--- config.mk ---
export PLATFORM = sky130hd
export DESIGN_NAME = sar_adc_control
export DESIGN_NICKNAME = d
export VERILOG_FILES = /design/src/verilog/sar_adc_pkg.sv /design/src/verilog/converter_clock_divider.sv /design/src/verilog/sar_adc_control.sv
export SDC_FILE = /design/constraint.sdc
export NUM_CORES = 1
export LEC_CHECK = 0
export CAP_MARGIN = 40
export CORE_MARGIN = 3
export CORE_UTILIZATION = 30
export CTS_CLUSTER_DIAMETER = 40
export DETAILED_ROUTE_END_ITERATION = 8
export DONT_BUFFER_PORTS = 1
export PLACE_DENSITY = 0.45
export SLEW_MARGIN = 10
export SYNTH_ARGS = -nofsm -noshare
export SYNTH_HDL_FRONTEND = slang
export SYNTH_HIERARCHICAL = 1
export SYNTH_SLANG_ARGS = --single-unit
export TNS_END_PERCENT = 10
--- constraint.sdc ---
create_clock -name sys_clk -period 1.9 [get_ports sys_clk]
set_input_delay 0.38 -clock sys_clk [delete_from_list [all_inputs] [get_ports sys_clk]]
set_output_delay 0.38 -clock sys_clk [all_outputs]
set_load 0.01 [all_outputs]
--- src/verilog/sar_adc_pkg.sv ---
// Shared constants, field positions and types of the converter control block.
// Assumes a 32-bit APB register bus and an analog front end outside the design.
package sar_adc_pkg;

  // Register byte offsets on the APB bus.
  localparam logic [11:0] ADDR_INPUT_SELECT   = 12'h000;
  localparam logic [11:0] ADDR_CONTROL_STATUS = 12'h004;
  localparam logic [11:0] ADDR_RESULT_LOW     = 12'h008;
  localparam logic [11:0] ADDR_RESULT_HIGH    = 12'h00C;

  // Field positions in input_select_register.
  localparam int SEL_REF_HI   = 7;
  localparam int SEL_REF_LO   = 6;
  localparam int SEL_LEFT_ADJ = 5;
  localparam int SEL_CHAN_HI  = 4;

  // Field positions in converter_control_status.
  localparam int CS_ENABLE   = 7;
  localparam int CS_START    = 6;
  localparam int CS_FREE_RUN = 5;
  localparam int CS_DONE     = 4;
  localparam int CS_PRESC_HI = 2;

  // Reset values.
  localparam logic [7:0]  INPUT_SELECT_RESET = 8'h00;
  localparam logic [2:0]  PRESCALE_RESET     = 3'h0;
  localparam logic [31:0] PRDATA_RESET       = 32'h0000_0000;

  // Conversion timing in converter clock cycles.
  localparam int          RESULT_WIDTH  = 10;
  localparam logic [4:0]  CYCLES_NORMAL = 5'd13;
  localparam logic [4:0]  CYCLES_FIRST  = 5'd25;
  localparam logic [4:0]  SAR_LEAD      = 5'd11;
  localparam logic [9:0]  SAR_MSB       = 10'h200;

  // Converter clock divider: divide by (4 << prescale select).
  localparam logic [9:0]  PRESCALE_BASE = 10'h004;

  // Channel codes: last input pin, single-ended bandgap and ground, and the gain range.
  localparam logic [4:0]  CHAN_PIN_LAST = 5'h07;
  localparam logic [4:0]  CHAN_BANDGAP  = 5'h1E;
  localparam logic [4:0]  CHAN_GROUND   = 5'h1F;
  localparam logic [4:0]  CHAN_GAIN_LO  = 5'h08;
  localparam logic [4:0]  CHAN_GAIN_HI  = 5'h0F;
  localparam int          CHAN_GAIN_BIT = 1;

  // Reference choices.
  localparam logic [1:0]  REF_EXTERNAL = 2'b00;
  localparam logic [1:0]  REF_SUPPLY   = 2'b01;
  localparam logic [1:0]  REF_INTERNAL = 2'b11;

  typedef enum logic [1:0] {
    GAIN_1X   = 2'b00,
    GAIN_10X  = 2'b01,
    GAIN_200X = 2'b10
  } gain_t;

  typedef enum logic {
    ST_IDLE    = 1'b0,
    ST_CONVERT = 1'b1
  } conv_state_t;

endpackage

--- src/verilog/converter_clock_divider.sv ---
// Converter clock divider producing a one-cycle tick per converter clock period.
// Assumes run comes from logic on sys_clk; the count is cleared while run is low.
`timescale 1ns/1ps
module converter_clock_divider
  import sar_adc_pkg::*;
(
  input  wire logic       sys_clk,
  input  wire logic       rst_n,
  input  wire logic       run,
  input  wire logic [2:0] prescale_select,
  output logic            tick
);

  logic [9:0] count;
  wire  [9:0] terminal = (PRESCALE_BASE << prescale_select) - 10'h001;
  wire        at_end   = (count >= terminal);

  // The count runs only while enabled and is held at zero otherwise.
  always_ff @(posedge sys_clk) begin
    if (!rst_n || !run) begin
      count <= 10'h000;
      tick  <= 1'b0;
    end else begin
      count <= at_end ? 10'h000 : count + 10'h001;
      tick  <= at_end;
    end
  end

endmodule

--- src/verilog/sar_adc_control.sv ---
// Control logic of a 10-bit successive-approximation converter with APB registers.
// Assumes an analog front end that settles its comparator within one sys_clk cycle.
`timescale 1ns/1ps

// Operation
// - Result is a 10-bit unsigned code from ground to reference minus one step.
// - Reference field picks external pin, analog supply or internal 2.56V onto pin.
// - Channel field selects input and gain; pins, ground and bandgap are single ended.
// - Sixteen differential pairs; two pairs offer 1x, 10x, 200x gain.
// - Single-ended selections bypass the gain amplifier.
// - Selections act only while enabled; disabled converter is idle and unpowered.
// - Result right justified by default, left justified when left adjust set.
// - Reading the low byte blocks result updates.
// - A conversion finishing while blocked leaves both bytes and drops the result.
// - Reading the high byte releases the block.
// - Done flag rises at every completion, including dropped results.
// - Writing start one begins a conversion; start reads one until completion.
// - A channel change during a conversion applies in its last converter cycle.
// - Free-running mode converts continuously and updates results each time.
// - Free running continues whether or not the done flag is cleared.
// - Normal conversions last 13 converter cycles; the first after enable 25.
// - Converter clock divider counts only while enabled, held reset otherwise.
// - Completion writes result and sets flag together; single mode clears start.
// - Free running starts the next conversion right after completion.
module sar_adc_control
  import sar_adc_pkg::*;
(
  input  wire logic        sys_clk,
  input  wire logic        rst_n,
  input  wire logic        psel,
  input  wire logic        penable,
  input  wire logic        pwrite,
  input  wire logic [11:0] paddr,
  input  wire logic [31:0] pwdata,
  output logic      [31:0] prdata,
  output logic             pready,
  output logic             pslverr,
  input  wire logic        comparator_in,
  output logic             analog_enable,
  output logic      [1:0]  reference_drive,
  output logic             internal_ref_drive,
  output logic      [4:0]  channel_select,
  output logic             gain_bypass,
  output gain_t            gain_select,
  output logic             sample_hold,
  output logic      [9:0]  dac_code,
  output logic             conversion_done_flag,
  output logic             conversion_active
);

  // Decodes the gain of a channel code; only the two gain pairs go above 1x.
  function automatic gain_t gain_of(input logic [4:0] code);
    gain_t g;
    g = GAIN_1X;
    if (code >= CHAN_GAIN_LO && code <= CHAN_GAIN_HI) begin
      g = code[CHAN_GAIN_BIT] ? GAIN_200X : GAIN_10X;
    end
    return g;
  endfunction

  // True for the input pins, ground and bandgap, which skip the gain stage.
  function automatic logic single_of(input logic [4:0] code);
    return (code <= CHAN_PIN_LAST) || (code == CHAN_BANDGAP) || (code == CHAN_GROUND);
  endfunction

  logic [7:0]        input_select;
  logic              converter_enable;
  logic              start_conversion;
  logic              free_running_select;
  logic [2:0]        clock_prescale_select;
  logic              first_pending;
  logic              conv_first;
  conv_state_t       state;
  logic [4:0]        adc_cycle;
  logic [9:0]        trial;
  logic [9:0]        mask;
  logic [9:0]        result;
  logic              lock;
  logic              comp_meta;
  logic              comp_sync;
  logic              tick;

  // Bus decode and handshake; every access completes in its first access cycle.
  wire hit_select = (paddr == ADDR_INPUT_SELECT);
  wire hit_ctrl   = (paddr == ADDR_CONTROL_STATUS);
  wire hit_low    = (paddr == ADDR_RESULT_LOW);
  wire hit_high   = (paddr == ADDR_RESULT_HIGH);
  wire mapped     = hit_select | hit_ctrl | hit_low | hit_high;
  wire wr_access  = psel & penable & pwrite & mapped;
  wire rd_setup   = psel & ~penable & ~pwrite;
  wire wr_select  = wr_access & hit_select;
  wire wr_ctrl    = wr_access & hit_ctrl;
  wire rd_low     = rd_setup & hit_low;
  wire rd_high    = rd_setup & hit_high;
  assign pready  = 1'b1;
  assign pslverr = psel & penable & ~mapped;

  // Sequencing terms of the conversion in progress.
  wire [4:0] conv_len    = conv_first ? CYCLES_FIRST : CYCLES_NORMAL;
  wire       converting  = (state == ST_CONVERT);
  wire       complete    = converting & tick & (adc_cycle == conv_len - 5'd1);
  wire       last_cycle  = converting & (adc_cycle == conv_len - 5'd1);
  wire       msb_load    = converting & tick & (adc_cycle == conv_len - SAR_LEAD - 5'd1);
  wire       sar_step    = converting & tick & (adc_cycle >= conv_len - SAR_LEAD)
                           & (adc_cycle <= conv_len - 5'd2);
  wire       start_tick  = ~converting & tick & start_conversion & converter_enable;
  wire       restart     = complete & free_running_select & start_conversion;
  wire       begin_conv  = start_tick | restart;

  // Control register next values written by software.
  wire       next_enable = wr_ctrl ? pwdata[CS_ENABLE] : converter_enable;
  wire       start_write = wr_ctrl & pwdata[CS_START] & pwdata[CS_ENABLE];
  wire       flag_clear  = wr_ctrl & pwdata[CS_DONE];

  // Read data presentation, left or right justified.
  wire       left_adj    = input_select[SEL_LEFT_ADJ];
  wire [7:0] low_byte    = left_adj ? {result[1:0], 6'h00} : result[7:0];
  wire [7:0] high_byte   = left_adj ? result[9:2] : {6'h00, result[9:8]};
  wire [7:0] ctrl_byte   = {converter_enable, start_conversion, free_running_select,
                            conversion_done_flag, 1'b0, clock_prescale_select};
  wire [7:0] read_byte   = hit_select ? input_select :
                           hit_ctrl   ? ctrl_byte    :
                           hit_low    ? low_byte     :
                           hit_high   ? high_byte    : 8'h00;

  converter_clock_divider u_divider (
    .sys_clk         (sys_clk),
    .rst_n           (rst_n),
    .run             (converter_enable),
    .prescale_select (clock_prescale_select),
    .tick            (tick)
  );

  // Comparator input from the analog side passes two flip-flops.
  always_ff @(posedge sys_clk) begin
    if (!rst_n) begin
      comp_meta <= 1'b0;
      comp_sync <= 1'b0;
    end else begin
      comp_meta <= comparator_in;
      comp_sync <= comp_meta;
    end
  end

  // Software writes of the selection and configuration fields.
  always_ff @(posedge sys_clk) begin
    if (!rst_n) begin
      input_select          <= INPUT_SELECT_RESET;
      converter_enable      <= 1'b0;
      free_running_select   <= 1'b0;
      clock_prescale_select <= PRESCALE_RESET;
    end else begin
      if (wr_select) begin
        input_select <= pwdata[7:0];
      end
      if (wr_ctrl) begin
        converter_enable      <= pwdata[CS_ENABLE];
        free_running_select   <= pwdata[CS_FREE_RUN];
        clock_prescale_select <= pwdata[CS_PRESC_HI:0];
      end
    end
  end

  // Start bit: a one starts, a zero is ignored, completion clears it in single mode.
  always_ff @(posedge sys_clk) begin
    if (!rst_n || !next_enable) begin
      start_conversion <= 1'b0;
    end else if (start_write) begin
      start_conversion <= 1'b1;
    end else if (complete && !free_running_select) begin
      start_conversion <= 1'b0;
    end
  end

  // Done flag: a completion in the same cycle as a clear keeps the flag set.
  always_ff @(posedge sys_clk) begin
    if (!rst_n) begin
      conversion_done_flag <= 1'b0;
    end else begin
      conversion_done_flag <= complete | (conversion_done_flag & ~flag_clear);
    end
  end

  // The first conversion after enabling takes the long initialisation length.
  always_ff @(posedge sys_clk) begin
    if (!rst_n || !next_enable) begin
      first_pending <= 1'b0;
    end else if (!converter_enable) begin
      first_pending <= 1'b1;
    end else if (start_tick) begin
      first_pending <= 1'b0;
    end
  end

  // Conversion sequencer counting converter clock cycles.
  always_ff @(posedge sys_clk) begin
    if (!rst_n || !converter_enable) begin
      state      <= ST_IDLE;
      adc_cycle  <= 5'd0;
      conv_first <= 1'b0;
    end else begin
      case (state)
        ST_IDLE: begin
          if (start_tick) begin
            state      <= ST_CONVERT;
            adc_cycle  <= 5'd0;
            conv_first <= first_pending;
          end
        end
        ST_CONVERT: begin
          if (restart) begin
            adc_cycle  <= 5'd0;
            conv_first <= 1'b0;
          end else if (complete) begin
            state <= ST_IDLE;
          end else if (tick) begin
            adc_cycle <= adc_cycle + 5'd1;
          end
        end
        default: begin
          state <= ST_IDLE;
        end
      endcase
    end
  end

  // Successive approximation: keep a trial bit when the input is at or above it.
  always_ff @(posedge sys_clk) begin
    if (!rst_n) begin
      trial <= 10'h000;
      mask  <= 10'h000;
    end else if (msb_load) begin
      trial <= SAR_MSB;
      mask  <= SAR_MSB;
    end else if (sar_step) begin
      trial <= (comp_sync ? trial : (trial & ~mask)) | (mask >> 1);
      mask  <= mask >> 1;
    end
  end

  // Sample-and-hold is open from the start until the first trial bit.
  always_ff @(posedge sys_clk) begin
    if (!rst_n || !converter_enable) begin
      sample_hold <= 1'b0;
    end else if (begin_conv) begin
      sample_hold <= 1'b1;
    end else if (msb_load || complete) begin
      sample_hold <= 1'b0;
    end
  end

  // Result store; a low-byte read in this very cycle already blocks the update.
  always_ff @(posedge sys_clk) begin
    if (!rst_n) begin
      result <= 10'h000;
    end else if (complete && !lock && !rd_low) begin
      result <= trial;
    end
  end

  // Coherence lock between the two result byte reads.
  always_ff @(posedge sys_clk) begin
    if (!rst_n) begin
      lock <= 1'b0;
    end else if (rd_high) begin
      lock <= 1'b0;
    end else if (rd_low) begin
      lock <= 1'b1;
    end
  end

  // Read data is captured in the setup cycle and held through the access.
  always_ff @(posedge sys_clk) begin
    if (!rst_n) begin
      prdata <= PRDATA_RESET;
    end else if (rd_setup) begin
      prdata <= {24'h00_0000, read_byte};
    end
  end

  // Applied selections follow software while idle, in the last cycle, and only when enabled.
  always_ff @(posedge sys_clk) begin
    if (!rst_n || !converter_enable) begin
      reference_drive    <= REF_EXTERNAL;
      internal_ref_drive <= 1'b0;
      channel_select     <= 5'h00;
      gain_bypass        <= 1'b1;
      gain_select        <= GAIN_1X;
    end else if (!converting || last_cycle) begin
      reference_drive    <= input_select[SEL_REF_HI:SEL_REF_LO];
      internal_ref_drive <= (input_select[SEL_REF_HI:SEL_REF_LO] == REF_INTERNAL);
      channel_select     <= input_select[SEL_CHAN_HI:0];
      gain_bypass        <= single_of(input_select[SEL_CHAN_HI:0]);
      gain_select        <= gain_of(input_select[SEL_CHAN_HI:0]);
    end
  end

  // Status outputs.
  always_ff @(posedge sys_clk) begin
    if (!rst_n) begin
      analog_enable     <= 1'b0;
      conversion_active <= 1'b0;
      dac_code          <= 10'h000;
    end else begin
      analog_enable     <= converter_enable;
      conversion_active <= converting;
      dac_code          <= trial;
    end
  end

  // Helper count of converter ticks within one conversion, read only by checks.
  logic [7:0] ticks_seen;
  always_ff @(posedge sys_clk) begin
    if (!rst_n || begin_conv) begin
      ticks_seen <= 8'h00;
    end else if (converting && tick) begin
      ticks_seen <= ticks_seen + 8'h01;
    end
  end
endmodule

==> results of run 1 <==
[cells by family (layout without fill, tap and decap cells)]
group	Yosys count	after routing	share of synthesized area, %
fa+ha+maj	17	17	4.637
simple gates	206	207	23.60
mux	28	28	6.410
flops	99	99	43.21
xor+xnor	12	12	2.291
compound gates	84	85	12.47
other cells	3	26	0.2455
buf+inv	54	67	7.147
[metal layers]
layer | track usage (%) | part of all wire [%]
met2 | 20.29 | 46
met3 | 4.040 | 5.2
met5 | 0 | 0
met4 | 4.095 | 0.94
met1 | 18.04 | 48
[timing repair]
item                                    CTS  global route
buffers inserted                          0             0
endpoints found under the hold margin     0             0
cloned                                    1             1
endpoints found under the setup margin   30            42
pin swaps                                 5             2
gates resized for setup                  12             9
[where the power goes]
| part | internal, mW | switching (mW) |
|---|---|---|
| logic | 0.0233 | 0.0602 |
| registers | 2.07 | 0.00234 |
| clock network | 0.926 | 0.879 |
[placed cells by master (no fill, tap or decap), types with 4 or more instances in the layout]
cell / count
mux2_2: 7
nand3_1: 15
a32o_1: 8
and3_1: 8
dfxtp_2: 4
mux2i_1: 20
dfxtp_1: 95
inv_1: 7
nand2_1: 54
conb_1: 26
a21oi_1: 28
nor3_1: 6
o31ai_1: 5
and2_1: 24
nor2_1: 51
buf_4: 39
nand4_1: 6
clkbuf_16: 9
nand2b_1: 7
ha_1: 13
nand4b_1: 10
xnor2_1: 6
xor2_1: 6
o21ai_0: 13
a221oi_1: 6
[cell usage after synthesis (all sizes together), types with 8 or more instances]
library cell	instances
a21oi	28
a32o	9
and2	24
and3	8
buf	33
clkbuf	11
dfxtp	99
ha	17
inv	9
mux2	8
mux2i	20
nand2	55
nand3	18
nand4b	11
nor2	53
o21ai	17
[cell type report]
type,instances,area (µm²),share of cell area [%]
Multi-Input combinational cell,375,2460,46.05
Sequential cell,99,1987,37.20
Timing Repair Buffer,41,332.8,6.231
Tap cell,184,230.2,4.310
Clock buffer,9,225.2,4.216
Clock inverter,7,66.31,1.242
Inverter,10,40.04,0.7496
[through the flow]
stage / util, % / setup TNS (ns) / worst slack, ns / std cells / total power, mW
floorplan: - / -0.1386 / -0.009770 / 526 / 2.237
global placement: 33.52 / -3.137 / -0.1460 / 707 / 2.207
detailed placement: 33.52 / -3.801 / -0.1742 / 707 / 2.207
CTS: 36.00 / -0.1019 / -0.02462 / 724 / 4.042
global route: 36.20 / -1.157 / -0.07023 / 725 / 4.128
finish: 36.20 / 0 / 0.02047 / 725 / 3.965
[worst paths after layout]
kind,endpoint,startpoint,slack [ns],cells past startpoint
setup reg to reg,mask[6],conv_first,0.02,7
hold reg to reg,comp_sync,comp_meta,0.44,1
hold / removal,conversion_done_flag,pwdata[4],0.13,1
setup / recovery,mask[6],conv_first,0.02,7
[critical path: cells and delay by family (launching register included)]
family,cells,cell delay (ns)
compound gates,1,0.14
mux,1,0.37
buf+inv,1,0.06
flops,1,0.36
fa+ha+maj,1,0.27
simple gates,3,0.56
[sequential cells by signal, summed over array words and instances, names as in the netlist, 5 cells and up]
register	count
u_divider/count	10
result	10
mask	10
dac_code	10
prdata	8
channel_select	5
trial	10
input_select	8
adc_cycle	5
==> impl_metrics.env, run 1 <==
export IMPL_die_y_um=129.7
export IMPL_clkLatencyLatePin_ns=0.35
export IMPL_ys_flop_type="dfxtp_1"
export IMPL_slew_violations=0
export IMPL_start_kind="register"
export IMPL_netlist_area_um2=4587
export IMPL_ant_nets=0
export IMPL_io_pins=109
export IMPL_slowest_delay_ns=0.37
export IMPL_gr_total_overflow=0
export IMPL_drt_iter0_markers=166
export IMPL_n_fill_cell=1541
export IMPL_cts_path_max_buffers=2
export IMPL_final_area_um2=5341
export IMPL_globalplace_congestion=0.7633
export IMPL_placed_area_um2=4946
export IMPL_setup_viol=0
export IMPL_cts_hold_buf=0
export IMPL_cts_tree="built"
export IMPL_clkTransAtPathRegs_ns=0.07
export IMPL_die_w_um=129.7
export IMPL_worstSetupPathType="register to register"
export IMPL_cp_required_ns=2.14
export IMPL_numCtsBuffers=9
export IMPL_rows=44
export IMPL_root_buffer="clkbuf_16"
export IMPL_antenna_found_initial=0
export IMPL_hold_violations=0
export IMPL_fin_skew_ns=0.005905
export IMPL_synth_top_cell_area_share_pct=43.21
export IMPL_grt_pass1_vias=3341
export IMPL_synthArstFlopShare_pct=0
export IMPL_die_area_um2=16810
export IMPL_whs_ns=0.1265
export IMPL_synth_edf_count=0
export IMPL_antenna_cells=0
export IMPL_routed_via_density=4.968
export IMPL_cp_end_kind="register"
export IMPL_rsz0062_at_grt="true"
export IMPL_synth_cells=503
export IMPL_ys_types=60
export IMPL_drv_cap=0
export IMPL_grt_max_degree=26
export IMPL_synth_avg_cell_area_um2=9.119
export IMPL_p_per_area_nw_per_um2=742.4
export IMPL_path_max_fanout=7
export IMPL_layout_nets=603
export IMPL_fin_crit_sh_pct=98.92
export IMPL_wl_per_cell_um=15.29
export IMPL_ys_seq_area_share_pct=43.21
export IMPL_synthTopCellsByArea="dfxtp_1 (43%), ha_1 (4.6%), nand2_1 (4.4%)"
export IMPL_max_clock_freq_ghz=0.5320
export IMPL_synth_largest_area_cell="dfxtp_1"
export IMPL_cts_max_level=3
export IMPL_ys_warn_count=6
export IMPL_fin_crit_ns=1.880
export IMPL_cellLeakagePower_nw=2.008
export IMPL_worstPathCellList="inv_4, ha_4, and3b_1, nand3_2, a32oi_4, nor2_4, mux2_2"
export IMPL_ir_drop_mv=0.4256
export IMPL_grt_use_total_pct=13.29
export IMPL_worstHoldPathType="input pin to register"
export IMPL_syn_to_final_growth_pct=16.45
export IMPL_hpwl_um=8060
export IMPL_status="complete, no violations"
export IMPL_initial_core_util_pct=31.09
export IMPL_arrival_ns=2.12
export IMPL_core_area_um2=14750
export IMPL_drc_errors=0
export IMPL_cp_slowest_cell="mux2_2"
export IMPL_cts_sinks=99
export IMPL_ys_ff_latch=99
export IMPL_dr_pass1_iters=4
export IMPL_grt_pass1_wl_um=17530
export IMPL_layout_drive_gt1_share_pct=17.19
export IMPL_vias=3602
export IMPL_io_buffer_count=0
export IMPL_routed_wl_um=11080
(Power assumes the default switching activity.)
==> run 2, diff against run 1 <==
--- a/config.mk
+++ b/config.mk
@@ -5,6 +5,7 @@
 export SDC_FILE = /design/constraint.sdc
 export NUM_CORES = 1
 export LEC_CHECK = 0
+export ABC_AREA = 1
 export CAP_MARGIN = 40
 export CORE_MARGIN = 3
 export CORE_UTILIZATION = 30
==> run 2 against run 1 <==
Clock skew up 0.0026 ns. Synthesized cell count is 41% higher. Final area increased by 5.4%. Clock power shrank 7%. Fmax up 5.6%. Sequential power about the same. Critical path depth increased by 3. Highest routed layer unchanged. Register-to-register slack better by 0.10 ns. Area after synthesis rose by 11%. Largest cell class unchanged. Via count is 20% higher. Die area increased by 10%.
==> impl_metrics.env, run 2 <==
export IMPL_vias=4320
export IMPL_register_area_um2=1984
export IMPL_timing_rr_end="result[1]"
export IMPL_drv_cap=0
export IMPL_syn_to_final_growth_pct=10.76
export IMPL_path_max_fanout=8
export IMPL_multi_input_area_um2=2567
export IMPL_routed_wl_um=12620
export IMPL_ys_seq_area_share_pct=39.01
export IMPL_cts_sinks=99
export IMPL_grt_pass1_vias=4022
export IMPL_rows=46
export IMPL_cp_required_ns=2.17
export IMPL_holdPathEnd="comp_meta"
export IMPL_min_path_cells=2
export IMPL_layout_nets=790
export IMPL_netlist_area_um2=5081
export IMPL_finalPower_mw=3.866
export IMPL_hpwl_um=9637
export IMPL_max_clock_freq_ghz=0.5619
export IMPL_final_cell_mix="nand2_1 (151), dfxtp_1 (97), inv_1 (95)"
export IMPL_dr_pass1_iters=4
export IMPL_slew_violations=0
export IMPL_die_w_um=136.1
export IMPL_clkLatencyLatePin_ns=0.35
export IMPL_hp_start="comparator_in"
export IMPL_core_area_um2=16230
export IMPL_arrival_ns=2.05
export IMPL_ys_flop_type="dfxtp_1"
export IMPL_initial_core_util_pct=31.31
export IMPL_cts_max_level=3
export IMPL_ys_types=40
export IMPL_final_common_cell="nand2_1"
export IMPL_whs_ns=0.1277
export IMPL_r2r_cells=10
export IMPL_clkTransAtPathRegs_ns=0.07
export IMPL_ant_nets=0
export IMPL_grt_pass1_wl_um=20560
export IMPL_ir_drop_mv=0.4270
export IMPL_fin_skew_ns=0.008536
export IMPL_cts_hold_buf=0
export IMPL_synth_cells=709
export IMPL_gr_total_overflow=0
export IMPL_drc_errors=0
export IMPL_numCtsBuffers=9
export IMPL_root_buffer="clkbuf_16"
export IMPL_die_y_um=136.1
export IMPL_fin_crit_ns=1.780
export IMPL_grt_max_degree=41
export IMPL_setup_viol=0
export IMPL_ys_top_cells_by_count="nand2_1 (152), dfxtp_1 (99), inv_1 (98)"
export IMPL_finalSetupTns_ns=0
export IMPL_synth_most_common_cell="nand2_1"
export IMPL_globalplace_congestion=0.8163
export IMPL_cts_tree="built"
export IMPL_synth_edf_count=0
export IMPL_routed_via_density=4.586
export IMPL_worstHoldPathType="input pin to register"
export IMPL_die_area_um2=18530
export IMPL_antenna_cells=0
export IMPL_synth_top_cell_area_share_pct=39.01
export IMPL_r2r_slack_ns=0.12
export IMPL_ys_ff_latch=99
export IMPL_cts_path_max_buffers=2
export IMPL_n_fill_cell=1770
export IMPL_drt_iter0_markers=186
export IMPL_worstSetupPathType="register to register"
export IMPL_synthTopCellsByArea="dfxtp_1 (39%), nand2_1 (11%), inv_1 (7.2%)"
export IMPL_final_cells=942
export IMPL_antenna_found_initial=0
export IMPL_fin_crit_sh_pct=93.67
export IMPL_start_kind="register"
export IMPL_io_pins=109
export IMPL_synth_largest_area_cell="dfxtp_1"
export IMPL_cellLeakagePower_nw=2.471
export IMPL_synth_avg_cell_area_um2=7.167
export IMPL_io_buffer_count=0
export IMPL_hold_violations=0
export IMPL_layout_drive_gt1_share_pct=12.26
export IMPL_cp_end_kind="register"
export IMPL_grt_use_total_pct=13.89
export IMPL_wl_per_cell_um=13.39
export IMPL_ys_warn_count=6
export IMPL_p_per_area_nw_per_um2=687.0
export IMPL_status="complete, no violations"
export IMPL_r2r_start="conv_first"
export IMPL_synthArstFlopShare_pct=0
export IMPL_place_inst=927
[run 2: metrics by stage]
step | area (µm²) | setup WS (ns) | util, %
2_1_floorplan | 5167 | 0.1963 | -
3_3_place_gp | 5305 | 0.09693 | 32.69
3_5_place_dp | 5305 | 0.05181 | 32.69
4_1_cts | 5563 | 0.002813 | 34.27
5_1_grt | 5628 | -0.0003131 | 34.67
6_report | 5628 | 0.1203 | 34.67
[run 2: worst max-delay path, cell delays in order (launching register included)]
cell,delay (ns)
dfxtp_2,0.34
inv_2,0.06
ha_4,0.23
inv_1,0.07
nand4_1,0.16
nor2_2,0.16
inv_1,0.09
nor2_4,0.18
nand2_4,0.11
buf_4,0.15
a21oi_1,0.14
[run 2: kinds of logic (layout without fill, tap and decap cells)]
group | after synthesis | after routing | synth area share, %
AO/OA/AOI/OAI | 99 | 99 | 10.34
XOR/XNOR | 5 | 5 | 0.8620
adder cells (fa/ha/maj) | 17 | 17 | 4.186
buffers and inverters | 146 | 139 | 13.35
flip-flops | 99 | 99 | 39.01
other | 3 | 26 | 0.2216
AND/OR/NAND/NOR | 340 | 341 | 32.04
[run 2: power breakdown]
| group | internal, mW | leakage [nW] | total (mW) | switching [mW] |
|---|---|---|---|---|
| clock network | 0.877 | 0.121 | 1.68 | 0.802 |
| logic | 0.0248 | 1.55 | 0.104 | 0.0797 |
| registers | 2.08 | 0.799 | 2.08 | 0.00502 |
| total | 2.98 | 2.47 | 3.87 | 0.887 |
[run 2: final cells by class]
class,count,area share (%)
multi-input cells,488,45.62
flip-flops and latches,99,35.26
inverters,105,7.070
well taps,216,4.802
clock buffers,10,4.068
repair buffers,20,2.668
clock inverters,4,0.5113
[run 2: metal layers]
layer | track usage (%) | share of wire (%)
met5 | 0 | 0
met4 | 3.359 | 1.1
met3 | 3.627 | 4.8
met2 | 24.19 | 50
met1 | 17.10 | 44
[run 2: how the worst max path moves through the flow]
| stage | from | end | slack, ns |
|---|---|---|---|
| 2_1_floorplan | conv_first | result[3] | 0.20 |
| 3_3_place_gp | conv_first | result[8] | 0.1 |
| 3_5_place_dp | conv_first | result[3] | 0.05 |
| 4_1_cts | conv_first | result[3] | 0.003 |
| 5_1_grt | conv_first | trial[0] | -0.0003 |
| 6_report | conv_first | result[1] | 0.12 |
[run 2: timing repair]
action,in CTS,in global routing
endpoints found under the setup margin,0,53
buffers inserted,0,0
gates resized for setup,0,19
